### config.mk
export PLATFORM = sky130hd
export DESIGN_NAME = mcucc_core
export DESIGN_NICKNAME = d
export VERILOG_FILES = /design/src/shared/mcucc_pkg.sv /design/src/core/mcucc_core.sv
export SDC_FILE = /design/constraint.sdc
export NUM_CORES = 1
export LEC_CHECK = 0
export BUFFER_PORTS_ARGS = -buffer_cell sky130_fd_sc_hd__buf_2
export CORE_UTILIZATION = 40
export DETAILED_ROUTE_END_ITERATION = 10
export PLACE_DENSITY = 0.69
export SLEW_MARGIN = 15
export SYNTH_ARGS = -nofsm -noshare
export SYNTH_HDL_FRONTEND = slang
export SYNTH_SLANG_ARGS = --single-unit
export TNS_END_PERCENT = 10
### constraint.sdc
create_clock -name core_clk_in -period 4.88 [get_ports core_clk_in]
set_input_delay 0.976 -clock core_clk_in [delete_from_list [all_inputs] [get_ports core_clk_in]]
set_output_delay 0.976 -clock core_clk_in [all_outputs]
set_load 0.005 [all_outputs]
### src/shared/mcucc_pkg.sv
package mcucc_pkg;

  localparam int PC_W   = 13;
  localparam int CFG_W  = 14;
  localparam int NIRQ   = 17;
  localparam int DATA_W = 8;

  localparam logic [PC_W-1:0] RESET_VECTOR = 13'h0000;
  localparam logic [PC_W-1:0] IRQ_BASE     = 13'h0001;
  localparam logic [PC_W-1:0] PC_LAST      = 13'h1FFF;
  localparam int IRQ_RESERVED_IDX          = 15;

  localparam int CFG_PROTECT_BIT = 13;
  localparam int CFG_FILTER_BIT  = 8;
  localparam int CFG_TRIM_HI     = 4;
  localparam int CFG_TRIM_LO     = 0;
  localparam logic [CFG_W-1:0] CFG_RESERVED_MASK = 14'h1EE0;
  localparam int CFG_WORDS = 32;

  localparam int CLK_XTAL_BIT = 4;
  localparam int CLK_RC_BIT   = 3;
  localparam int BANK_BIT     = 5;

  localparam logic [7:0] F_PRIMARY_INDIRECT_PORT_ADDR  = 8'h00;
  localparam logic [7:0] F_BANK_ADDR  = 8'h03;
  localparam logic [7:0] F_FSR_ADDR   = 8'h04;
  localparam logic [7:0] F_RSR_ADDR   = 8'h05;
  localparam logic [7:0] F_RAM_LO     = 8'h20;
  localparam logic [7:0] F_BIT_HI     = 8'h3F;
  localparam logic [7:0] F_BANKED_LO  = 8'h40;
  localparam logic [7:0] F_RAM_HI     = 8'h7F;
  localparam logic [7:0] R_AUX_INDIRECT_PORT_ADDR  = 8'h00;
  localparam logic [7:0] R_CLK_ADDR   = 8'h07;
  localparam logic [7:0] R_RAM0_LO    = 8'h40;
  localparam logic [7:0] R_FIFO_LO    = 8'hC0;
  localparam logic [7:0] R_FIFO_HI    = 8'hE7;

  localparam logic [7:0] FSR_RESET  = 8'h00;
  localparam logic [7:0] RSR_RESET  = 8'h00;
  localparam logic [7:0] CLK_RESET  = 8'h10;

  // Avalon register byte addresses
  localparam logic [3:0] A_CTRL   = 4'h0;
  localparam logic [3:0] A_STATUS = 4'h4;
  localparam logic [3:0] A_CFG    = 4'h8;
  localparam logic [3:0] A_IRQEN  = 4'hC;

  localparam logic [1:0] CTRL_RUN_BIT  = 2'h0;
  localparam logic [1:0] CTRL_BR_BIT   = 2'h1;

  typedef enum logic [1:0] {
    MCUCC_PH_ONE = 2'b00,
    MCUCC_PH_TWO = 2'b01
  } mcucc_phase_t;

  typedef struct packed {
    logic [3:0]  address;
    logic        read;
    logic        write;
    logic [31:0] writedata;
  } mcucc_avreq_t;

endpackage
### src/core/mcucc_core.sv
// Summary of operation
// - CPU clock halves into phase one and phase two per cycle.
// - PC updates in phase one, instruction latched phase two, executes next cycle.
// - Branches take two cycles; target is PC plus signed offset.
// - Crystal PLL clock feeds USB and CPU; RC clock may also feed CPU.
// - Aux register 07 bit 4 enables crystal, bit 3 enables internal oscillator.
// - Power-on, low voltage, external pin and watchdog all reset the core.
// - Power-on reset restores controls; filter choice taken from option word.
// - Watchdog and pin resets restore controls like power-on.
// - Power-up, pin or low-voltage reset restart the PC at zero.
// - USB interrupts vector to 0001h..000Ah in fixed order.
// - Others vector 000Bh..000Fh, 0010h reserved, Timer1 at 0011h.
// - Each source has its own enable; disabled sources never vector.
// - Primary plane: SFRs low, RAM above, direct and indirect access.
// - Primary indirect port has no storage; targets pointer's address.
// - Primary RAM 0x20..0x7F; bit operations only on 0x20..0x3F.
// - 0x40..0x7F banked by bit 5 of primary register 03.
// - Aux plane reached only by the two move instructions with W.
// - Aux pointer at primary 05h; aux address 00h targets pointer address.
// - Aux plane holds two 64-byte RAMs and five 8-byte FIFOs.
// - Program memory 8K x 14 words, 0000h..1FFFh, vectors lowest.
// - 32-word config memory written only by the flash programmer.
// - Option bit 13 set blocks external flash reads.
// - Option word always readable; written only if unprotected or blank.
// - Bit 8 picks PLL filter; bits 4..0 RC trim; others reserved zero.
// - Single nesting level; 17 sources, 16 vectors, source 15 at 0010h never vectors.
`timescale 1ns/1ps
`default_nettype none
module mcucc_core
  import mcucc_pkg::*;
#(
  parameter int NSRC = NIRQ
)(
  // Clock and reset
  input  wire logic                core_clk_in,
  input  wire logic                rst_n_in,
  // Reset sources
  input  wire logic                por_in,
  input  wire logic                low_voltage_reset_in,
  input  wire logic                external_reset_pin_n_in,
  input  wire logic                watchdog_reset_in,
  // Avalon-MM slave
  input  wire logic [3:0]          avs_address_in,
  input  wire logic                avs_read_in,
  input  wire logic                avs_write_in,
  input  wire logic [31:0]         avs_writedata_in,
  output logic [31:0]              avs_readdata_out,
  output logic                     avs_waitrequest_out,
  // Interrupt requests and instruction stream
  input  wire logic [NSRC-1:0]     irq_req_in,
  input  wire logic                branch_in,
  input  wire logic [PC_W-1:0]     branch_offset_in,
  input  wire logic [CFG_W-1:0]    cfg_word_in,
  input  wire logic                cfg_prog_we_in,
  input  wire logic                flash_blank_in,
  // Data plane access
  input  wire logic                aux_sel_in,
  input  wire logic                move_w_to_aux_in,
  input  wire logic                move_aux_to_w_in,
  input  wire logic                bit_op_in,
  input  wire logic [7:0]          data_addr_in,
  input  wire logic [DATA_W-1:0]   data_wdata_in,
  input  wire logic                data_we_in,
  // Outputs
  output logic                     phase_one_out,
  output logic                     phase_two_out,
  output logic [PC_W-1:0]          pc_out,
  output logic                     ir_latch_out,
  output logic                     crystal_osc_enable_out,
  output logic                     internal_osc_enable_out,
  output logic                     cpu_clk_sel_pll_out,
  output logic                     pll_internal_filter_out,
  output logic [4:0]               rc_freq_trim_out,
  output logic                     flash_read_block_out,
  output logic                     core_reset_out,
  output logic [8:0]               data_phys_addr_out,
  output logic                     aux_access_out,
  output logic                     bit_op_illegal_out
);

  logic             any_reset;
  mcucc_phase_t     phase_q, phase_d;
  logic [PC_W-1:0]  pc_q, pc_d, ret_q, ret_d;
  logic             br_q, br_d, in_isr_q, in_isr_d, irlat_q, irlat_d;
  logic             run_q, run_d;
  logic [NSRC-1:0]  irq_en_q, irq_en_d;
  logic [CFG_W-1:0] cfg_q, cfg_d;
  logic [7:0]       fsr_q, fsr_d, rsr_q, rsr_d, clk_q, clk_d, bank_q, bank_d;
  logic [31:0]      rdata_q, rdata_d;
  logic             wait_q, wait_d;
  logic [8:0]       paddr_q, paddr_d;
  logic             aux_q, aux_d, bitill_q, bitill_d, rst_q;
  logic [NSRC-1:0]  irq_live;
  logic             irq_hit;
  logic [PC_W-1:0]  irq_vec;
  logic [7:0]       aux_addr;

  assign any_reset = !rst_n_in || por_in || low_voltage_reset_in
                     || !external_reset_pin_n_in || watchdog_reset_in;

  // Masked sources, lowest vector wins
  generate
    for (genvar i = 0; i < NSRC; i++)
    begin : g_irq
      assign irq_live[i] = irq_req_in[i] && irq_en_q[i]
                           && (i != IRQ_RESERVED_IDX);
    end
  endgenerate

  always_comb
  begin
    irq_hit = 1'b0;
    irq_vec = RESET_VECTOR;
    for (int i = NSRC - 1; i >= 0; i--)
    begin
      if (irq_live[i])
      begin
        irq_hit = 1'b1;
        irq_vec = IRQ_BASE + PC_W'(i);
      end
    end
  end

  // Instruction sequencer
  always_comb
  begin
    phase_d  = (phase_q == MCUCC_PH_ONE) ? MCUCC_PH_TWO : MCUCC_PH_ONE;
    pc_d     = pc_q;
    ret_d    = ret_q;
    br_d     = br_q;
    in_isr_d = in_isr_q;
    irlat_d  = (phase_q == MCUCC_PH_TWO) && run_q;
    if (run_q && phase_q == MCUCC_PH_ONE)
    begin
      if (br_q)
        br_d = 1'b0;
      else if (irq_hit && !in_isr_q)
      begin
        ret_d    = pc_q;
        pc_d     = irq_vec;
        in_isr_d = 1'b1;
      end
      else if (branch_in)
      begin
        pc_d = pc_q + branch_offset_in;
        br_d = 1'b1;
      end
      else
        pc_d = (pc_q == PC_LAST) ? RESET_VECTOR : pc_q + PC_W'(1);
    end
    if (any_reset)
    begin
      phase_d  = MCUCC_PH_ONE;
      pc_d     = RESET_VECTOR;
      ret_d    = RESET_VECTOR;
      br_d     = 1'b0;
      in_isr_d = 1'b0;
      irlat_d  = 1'b0;
    end
  end

  always_ff @(posedge core_clk_in)
  begin
    phase_q  <= phase_d;
    pc_q     <= pc_d;
    ret_q    <= ret_d;
    br_q     <= br_d;
    in_isr_q <= in_isr_d;
    irlat_q  <= irlat_d;
  end

  // Registers, option word and data plane decode
  always_comb
  begin
    run_d    = run_q;
    irq_en_d = irq_en_q;
    cfg_d    = cfg_q;
    fsr_d    = fsr_q;
    rsr_d    = rsr_q;
    clk_d    = clk_q;
    bank_d   = bank_q;
    rdata_d  = rdata_q;
    wait_d   = 1'b1;
    paddr_d  = {1'b0, data_addr_in};
    aux_d    = 1'b0;
    bitill_d = 1'b0;
    // Effective aux address, indirect port resolved through the pointer
    aux_addr = (data_addr_in == R_AUX_INDIRECT_PORT_ADDR) ? rsr_q : data_addr_in;
    if (cfg_prog_we_in && (!cfg_q[CFG_PROTECT_BIT] || flash_blank_in))
      cfg_d = cfg_word_in & ~CFG_RESERVED_MASK;
    if ((avs_read_in || avs_write_in) && wait_q)
    begin
      wait_d = 1'b0;
      if (avs_read_in)
      begin
        unique case (avs_address_in)
          A_CTRL:   rdata_d = {30'h0, in_isr_q, run_q};
          A_STATUS: rdata_d = {19'h0, pc_q};
          A_CFG:    rdata_d = {18'h0, cfg_q};
          A_IRQEN:  rdata_d = 32'(irq_en_q);
          default:  rdata_d = 32'h0000_0000;
        endcase
      end
      else if (avs_address_in == A_CTRL)
        run_d = avs_writedata_in[CTRL_RUN_BIT];
      else if (avs_address_in == A_IRQEN)
        irq_en_d = avs_writedata_in[NSRC-1:0];
    end
    if (aux_sel_in && (move_w_to_aux_in || move_aux_to_w_in))
    begin
      aux_d   = 1'b1;
      paddr_d = {1'b1, aux_addr};
      if (data_we_in && move_w_to_aux_in && aux_addr == R_CLK_ADDR)
        clk_d = data_wdata_in;
    end
    else if (!aux_sel_in)
    begin
      if (data_addr_in == F_PRIMARY_INDIRECT_PORT_ADDR)
        paddr_d = {1'b0, fsr_q};
      if (paddr_d[7:0] >= F_BANKED_LO && paddr_d[7:0] <= F_RAM_HI)
        paddr_d[8] = bank_q[BANK_BIT];
      bitill_d = bit_op_in && !(data_addr_in >= F_RAM_LO && data_addr_in <= F_BIT_HI)
                 && data_addr_in >= F_RAM_LO;
      if (data_we_in)
      begin
        unique case (data_addr_in)
          F_BANK_ADDR: bank_d = data_wdata_in;
          F_FSR_ADDR:  fsr_d  = data_wdata_in;
          F_RSR_ADDR:  rsr_d  = data_wdata_in;
          default:     ;
        endcase
      end
    end
    if (any_reset)
    begin
      run_d    = 1'b1;
      irq_en_d = '0;
      fsr_d    = FSR_RESET;
      rsr_d    = RSR_RESET;
      clk_d    = CLK_RESET;
      bank_d   = 8'h00;
      rdata_d  = 32'h0000_0000;
      wait_d   = 1'b1;
      aux_d    = 1'b0;
      bitill_d = 1'b0;
      if (!rst_n_in || por_in)
        cfg_d = cfg_word_in & ~CFG_RESERVED_MASK;
    end
  end

  always_ff @(posedge core_clk_in)
  begin
    run_q    <= run_d;
    irq_en_q <= irq_en_d;
    cfg_q    <= cfg_d;
    fsr_q    <= fsr_d;
    rsr_q    <= rsr_d;
    clk_q    <= clk_d;
    bank_q   <= bank_d;
    rdata_q  <= rdata_d;
    wait_q   <= wait_d;
    paddr_q  <= paddr_d;
    aux_q    <= aux_d;
    bitill_q <= bitill_d;
    rst_q    <= any_reset;
  end

  assign phase_one_out           = (phase_q == MCUCC_PH_ONE);
  assign phase_two_out           = (phase_q == MCUCC_PH_TWO);
  assign pc_out                  = pc_q;
  assign ir_latch_out            = irlat_q;
  assign crystal_osc_enable_out  = clk_q[CLK_XTAL_BIT];
  assign internal_osc_enable_out = clk_q[CLK_RC_BIT];
  assign cpu_clk_sel_pll_out     = clk_q[CLK_XTAL_BIT];
  assign pll_internal_filter_out = cfg_q[CFG_FILTER_BIT];
  assign rc_freq_trim_out        = cfg_q[CFG_TRIM_HI:CFG_TRIM_LO];
  assign flash_read_block_out    = cfg_q[CFG_PROTECT_BIT];
  assign core_reset_out          = rst_q;
  assign data_phys_addr_out      = paddr_q;
  assign aux_access_out          = aux_q;
  assign bit_op_illegal_out      = bitill_q;
  assign avs_readdata_out        = rdata_q;
  assign avs_waitrequest_out     = wait_q;

  // Checks
  phase_alt_a: assert property (@(posedge core_clk_in) disable iff (any_reset)
    phase_q == MCUCC_PH_ONE |=> phase_q == MCUCC_PH_TWO) else $error("phase stuck");
  reset_pc_a: assert property (@(posedge core_clk_in)
    any_reset |=> pc_q == RESET_VECTOR) else $error("pc not zero after reset");
  branch_two_a: assert property (@(posedge core_clk_in) disable iff (any_reset)
    br_q && phase_q == MCUCC_PH_ONE |=> !br_q) else $error("branch length");
  irq_vec_a: assert property (@(posedge core_clk_in) disable iff (any_reset)
    run_q && phase_q == MCUCC_PH_ONE && !br_q && irq_hit && !in_isr_q
    |=> in_isr_q && pc_q == $past(irq_vec)) else $error("bad vector");
  nest_one_a: assert property (@(posedge core_clk_in) disable iff (any_reset)
    in_isr_q |=> in_isr_q) else $error("nesting left");
  mask_gate_a: assert property (@(posedge core_clk_in)
    irq_hit |-> |(irq_req_in & irq_en_q)) else $error("masked source vectored");
  protect_out_a: assert property (@(posedge core_clk_in)
    flash_read_block_out == cfg_q[CFG_PROTECT_BIT]) else $error("protect mismatch");
  bank_reset_a: assert property (@(posedge core_clk_in)
    any_reset |=> bank_q == 8'h00 && fsr_q == FSR_RESET) else $error("bank reset");
  cfg_lock_a: assert property (@(posedge core_clk_in) disable iff (any_reset)
    cfg_q[CFG_PROTECT_BIT] && !flash_blank_in |=> $stable(cfg_q)) else $error("cfg overwritten");
  primary_indirect_port_a: assert property (@(posedge core_clk_in) disable iff (any_reset)
    !aux_sel_in && data_addr_in == F_PRIMARY_INDIRECT_PORT_ADDR |=> paddr_q[7:0] == $past(fsr_q))
    else $error("indirect wrong");
  cv_irq: cover property (@(posedge core_clk_in) irq_hit && !in_isr_q && run_q);
  cv_branch: cover property (@(posedge core_clk_in) br_q);
  cv_aux: cover property (@(posedge core_clk_in) aux_q);

endmodule // mcucc_core
`default_nettype wire

==> results.ini <==
[die]
io_pins = 183
die_area_sq_um = 13400
die_height_um = 116
initial_core_util = 0.409
core-area_sq_um = 12600
die_w_um = 116
fp-row-count = 41

[synth]
yosysTopAreaCellShare = 0.380
seq_area_frac_synth = 0.380
async_flop_share = 0
syn-cell-area_sq_um = 5160
synth_edf_count = 0
ys_ff_latch = 98
synth_top_family_by_area = simple AND/OR/NAND/NOR gates
synth_compound_area_frac = 0.217
synth_most_common_cell = dfxtp_1
yosys-top-cells-count = dfxtp_1 (98), nand2_1 (76), a21oi_1 (72), nor2_1 (54), o21ai_0 (25)
yosys.area.top_type = dfxtp_1
synth.area.mux_share = 0.0541
ys_top_cells_by_area = dfxtp_1 (38%), a21oi_1 (7.0%), nand2_1 (5.5%)
netlist_instances = 624
synth-xor-area-share = 0.0136
yosys_most_used_dff = dfxtp_1
yosys_warnings = 0
synth-adder-area-share = 0.0354
post_synth.cell_area_avg_sq_um = 8.27
synthDistinctLibCells = 64
yosys.area_share.simple = 0.236

[finish]
num-nets-final = 875
stdcell_count = 926
final_cell_area_sq_um = 6220
diodes = 0
fillers = 1260
drive_gt1_frac = 0.247
area_delta_synth_final_pct = 20.6

[clocking]
cts_resized = 0
clkTransAtPathRegs_ns = 0.07
cts-root-buf = clkbuf_16
clkLatencyLatePin_ns = 0.35
cts_buffers = 9
clockBufferDepth = 2
htree_num_levels = 3
post_cts.repair.setup_buffers = 0
numClockSinks = 98
cts_tree = built
hold_buffers = 0

[routing]
drt-initial-drc-count = 331
firstDrtPassIters = 6
via_per_inst = 5.35
route.detailed.drc = 0
routed_wl_mm = 14.2
vias = 4955
wl_per_cell_um = 15.3
drtAntennaViolNets = 0

[setup_path]
critPathKind = in2reg
path_buf_inv = 1
crit_fanout = 20
cp-end-kind = register
slowest_stage = a41oi_2
cp_slowest_stage_delay_ns = 0.56
worstPathArrival_ns = 3.08
crit_family = compound AO/OA/AOI/OAI gates
crit_required_ns = 5.10
crit_chain = buf_2 -> a22oi_1 -> and4_1 -> a41oi_2 -> a21o_1 -> o311ai_0 -> a21oi_1
startpoint_type = input pin

[sta]
max_clock_freq_mhz = 350
slew_headroom = 0.273
setup_viol = 0
fin_crit_ns = 2.86
final.setup_skew_ns = 0.00619
worst_slack_ns = 2.02
fin_crit_sh = 0.586
rsz0062_at_grt = no
hold_viol_final = 0
drv_slew = 0
timing.setup.tns_ns = 0
worst_slew_pin_slew_ns = 1.09

[outcome]
status = finished clean

[placement]
portBuffers = 144
dpl.hpwl_mm = 10.8
place_ws_ns = 1.74
dp.cells = 910
postPlaceCellArea_sq_um = 5920
gp_congestion = 0.860

[grt]
grt_pass1_vias = 4441
grt_antenna_before_repair = 0
grt_max_degree = 40
grt_overflow = 0
grt.total_usage = 0.214
grt_first_pass_wirelength_mm = 22.0

[power]
leakage_nw = 2.57
max-vdd-ir-drop_uv = 182
power_density_nw_per_um2 = 268
finalPower_mw = 1.67

[hold_path]
min_path_type = reg2reg

[flow_run]
drv_cap = 0

## layout make-up
| class | count | area [sq um] | area share |
|---|---|---|---|
| inverter | 14 | 52.6 | 0.00845 |
| timing repair buffer | 149 | 758 | 0.122 |
| clock inverter | 5 | 46.3 | 0.00744 |
| multi-input combinational | 477 | 2940 | 0.472 |
| clock buffer | 11 | 253 | 0.0406 |
| tap | 172 | 215 | 0.0346 |
| sequential | 98 | 1960 | 0.315 |
## worst reg2reg max path: stages (launching register included)
cell and delay, ns:
dfxtp_1 0.51, ha_1 0.27, inv_1 0.06, fa_1 0.41, nor2b_1 0.20, o31ai_1 0.13
a211oi_1 0.33, o31ai_1 0.17, xnor2_1 0.18, o22ai_1 0.08
## registers in the layout, summed over array words and instances (netlist names)
register and count:
irq_en_q 17, avs_waitrequest_out 1, in_isr_q 1, fsr_q 8, clk_q 2, pc_out 13, avs_readdata_out 17, run_q 1
br_q 1, bank_q 1, core_reset_out 1, cfg_q 14, rsr_q 8, ir_latch_out 1, phase_q 1, aux_access_out 1
data_phys_addr_out 9, bit_op_illegal_out 1
## per-layer routing
metal	GRT usage	routed length [um]
met4	0.0779	205
met3	0.0382	927
met1	0.288	6510
met2	0.341	6550
met5	0	0
## cell families (layout without fill, tap and decap cells)
group | Yosys count | count (layout)
and+or+nand+nor | 235 | 235
AOI/OAI and AO/OA | 178 | 178
DFF | 98 | 98
buffers and inverters | 63 | 179
muxes | 27 | 27
adders and majority gates | 14 | 14
xor gates and xnor gates | 8 | 8
other | 1 | 15
## metrics by stage
step	util	hold WS [ns]
4_1_cts	0.493	0.463
2_1_floorplan	-	0.430
3_5_place_dp	0.469	0.447
5_1_grt	0.493	0.475
3_3_place_gp	0.469	0.442
6_report	0.493	0.462
## cell usage in the layout, fill, tap and decap left out, types with 6 or more instances in the layout
master     count
clkbuf_16      9
buf_2        144
ha_1          13
o21ai_0       25
o31ai_1        6
a22o_1         6
o21bai_1       7
xnor2_1        6
and2_1        11
nor2_1        54
nand2_1       76
a21oi_1       72
mux2_2         7
nand3_1       14
nor3_1        14
nor2b_1        9
mux2i_1       20
dfxtp_1       98
inv_1         13
conb_1        15
a22oi_1       24
nand4_1        8
a211oi_1       9
or3_1          8
## where the power goes
part / internal, mW / total (mW) / leakage, nW / switching [mW]
Sequential: 0.809 / 0.818 / 0.796 / 0.00817
Combinational: 0.0627 / 0.137 / 1.62 / 0.0748
Clock: 0.382 / 0.713 / 0.148 / 0.331
Total: 1.25 / 1.67 / 2.57 / 0.414
## path summary, 6_finish.rpt
path | start | end | slack (ns) | cells after the start
setup / recovery | irq_req_in[14] | pc_out[0]$_SDFFE_PN0P_ | 2.02 | 7
hold / removal | irq_en_q[15]$_SDFFE_PN0P_ | irq_en_q[15]$_SDFFE_PN0P_ | 0.46 | 2
setup reg to reg | pc_out[0]$_SDFFE_PN0P_ | pc_out[12]$_SDFFE_PN0P_ | 2.40 | 9
hold reg to reg | irq_en_q[15]$_SDFFE_PN0P_ | irq_en_q[15]$_SDFFE_PN0P_ | 0.46 | 2
Power figures use the tool's default switching activity.
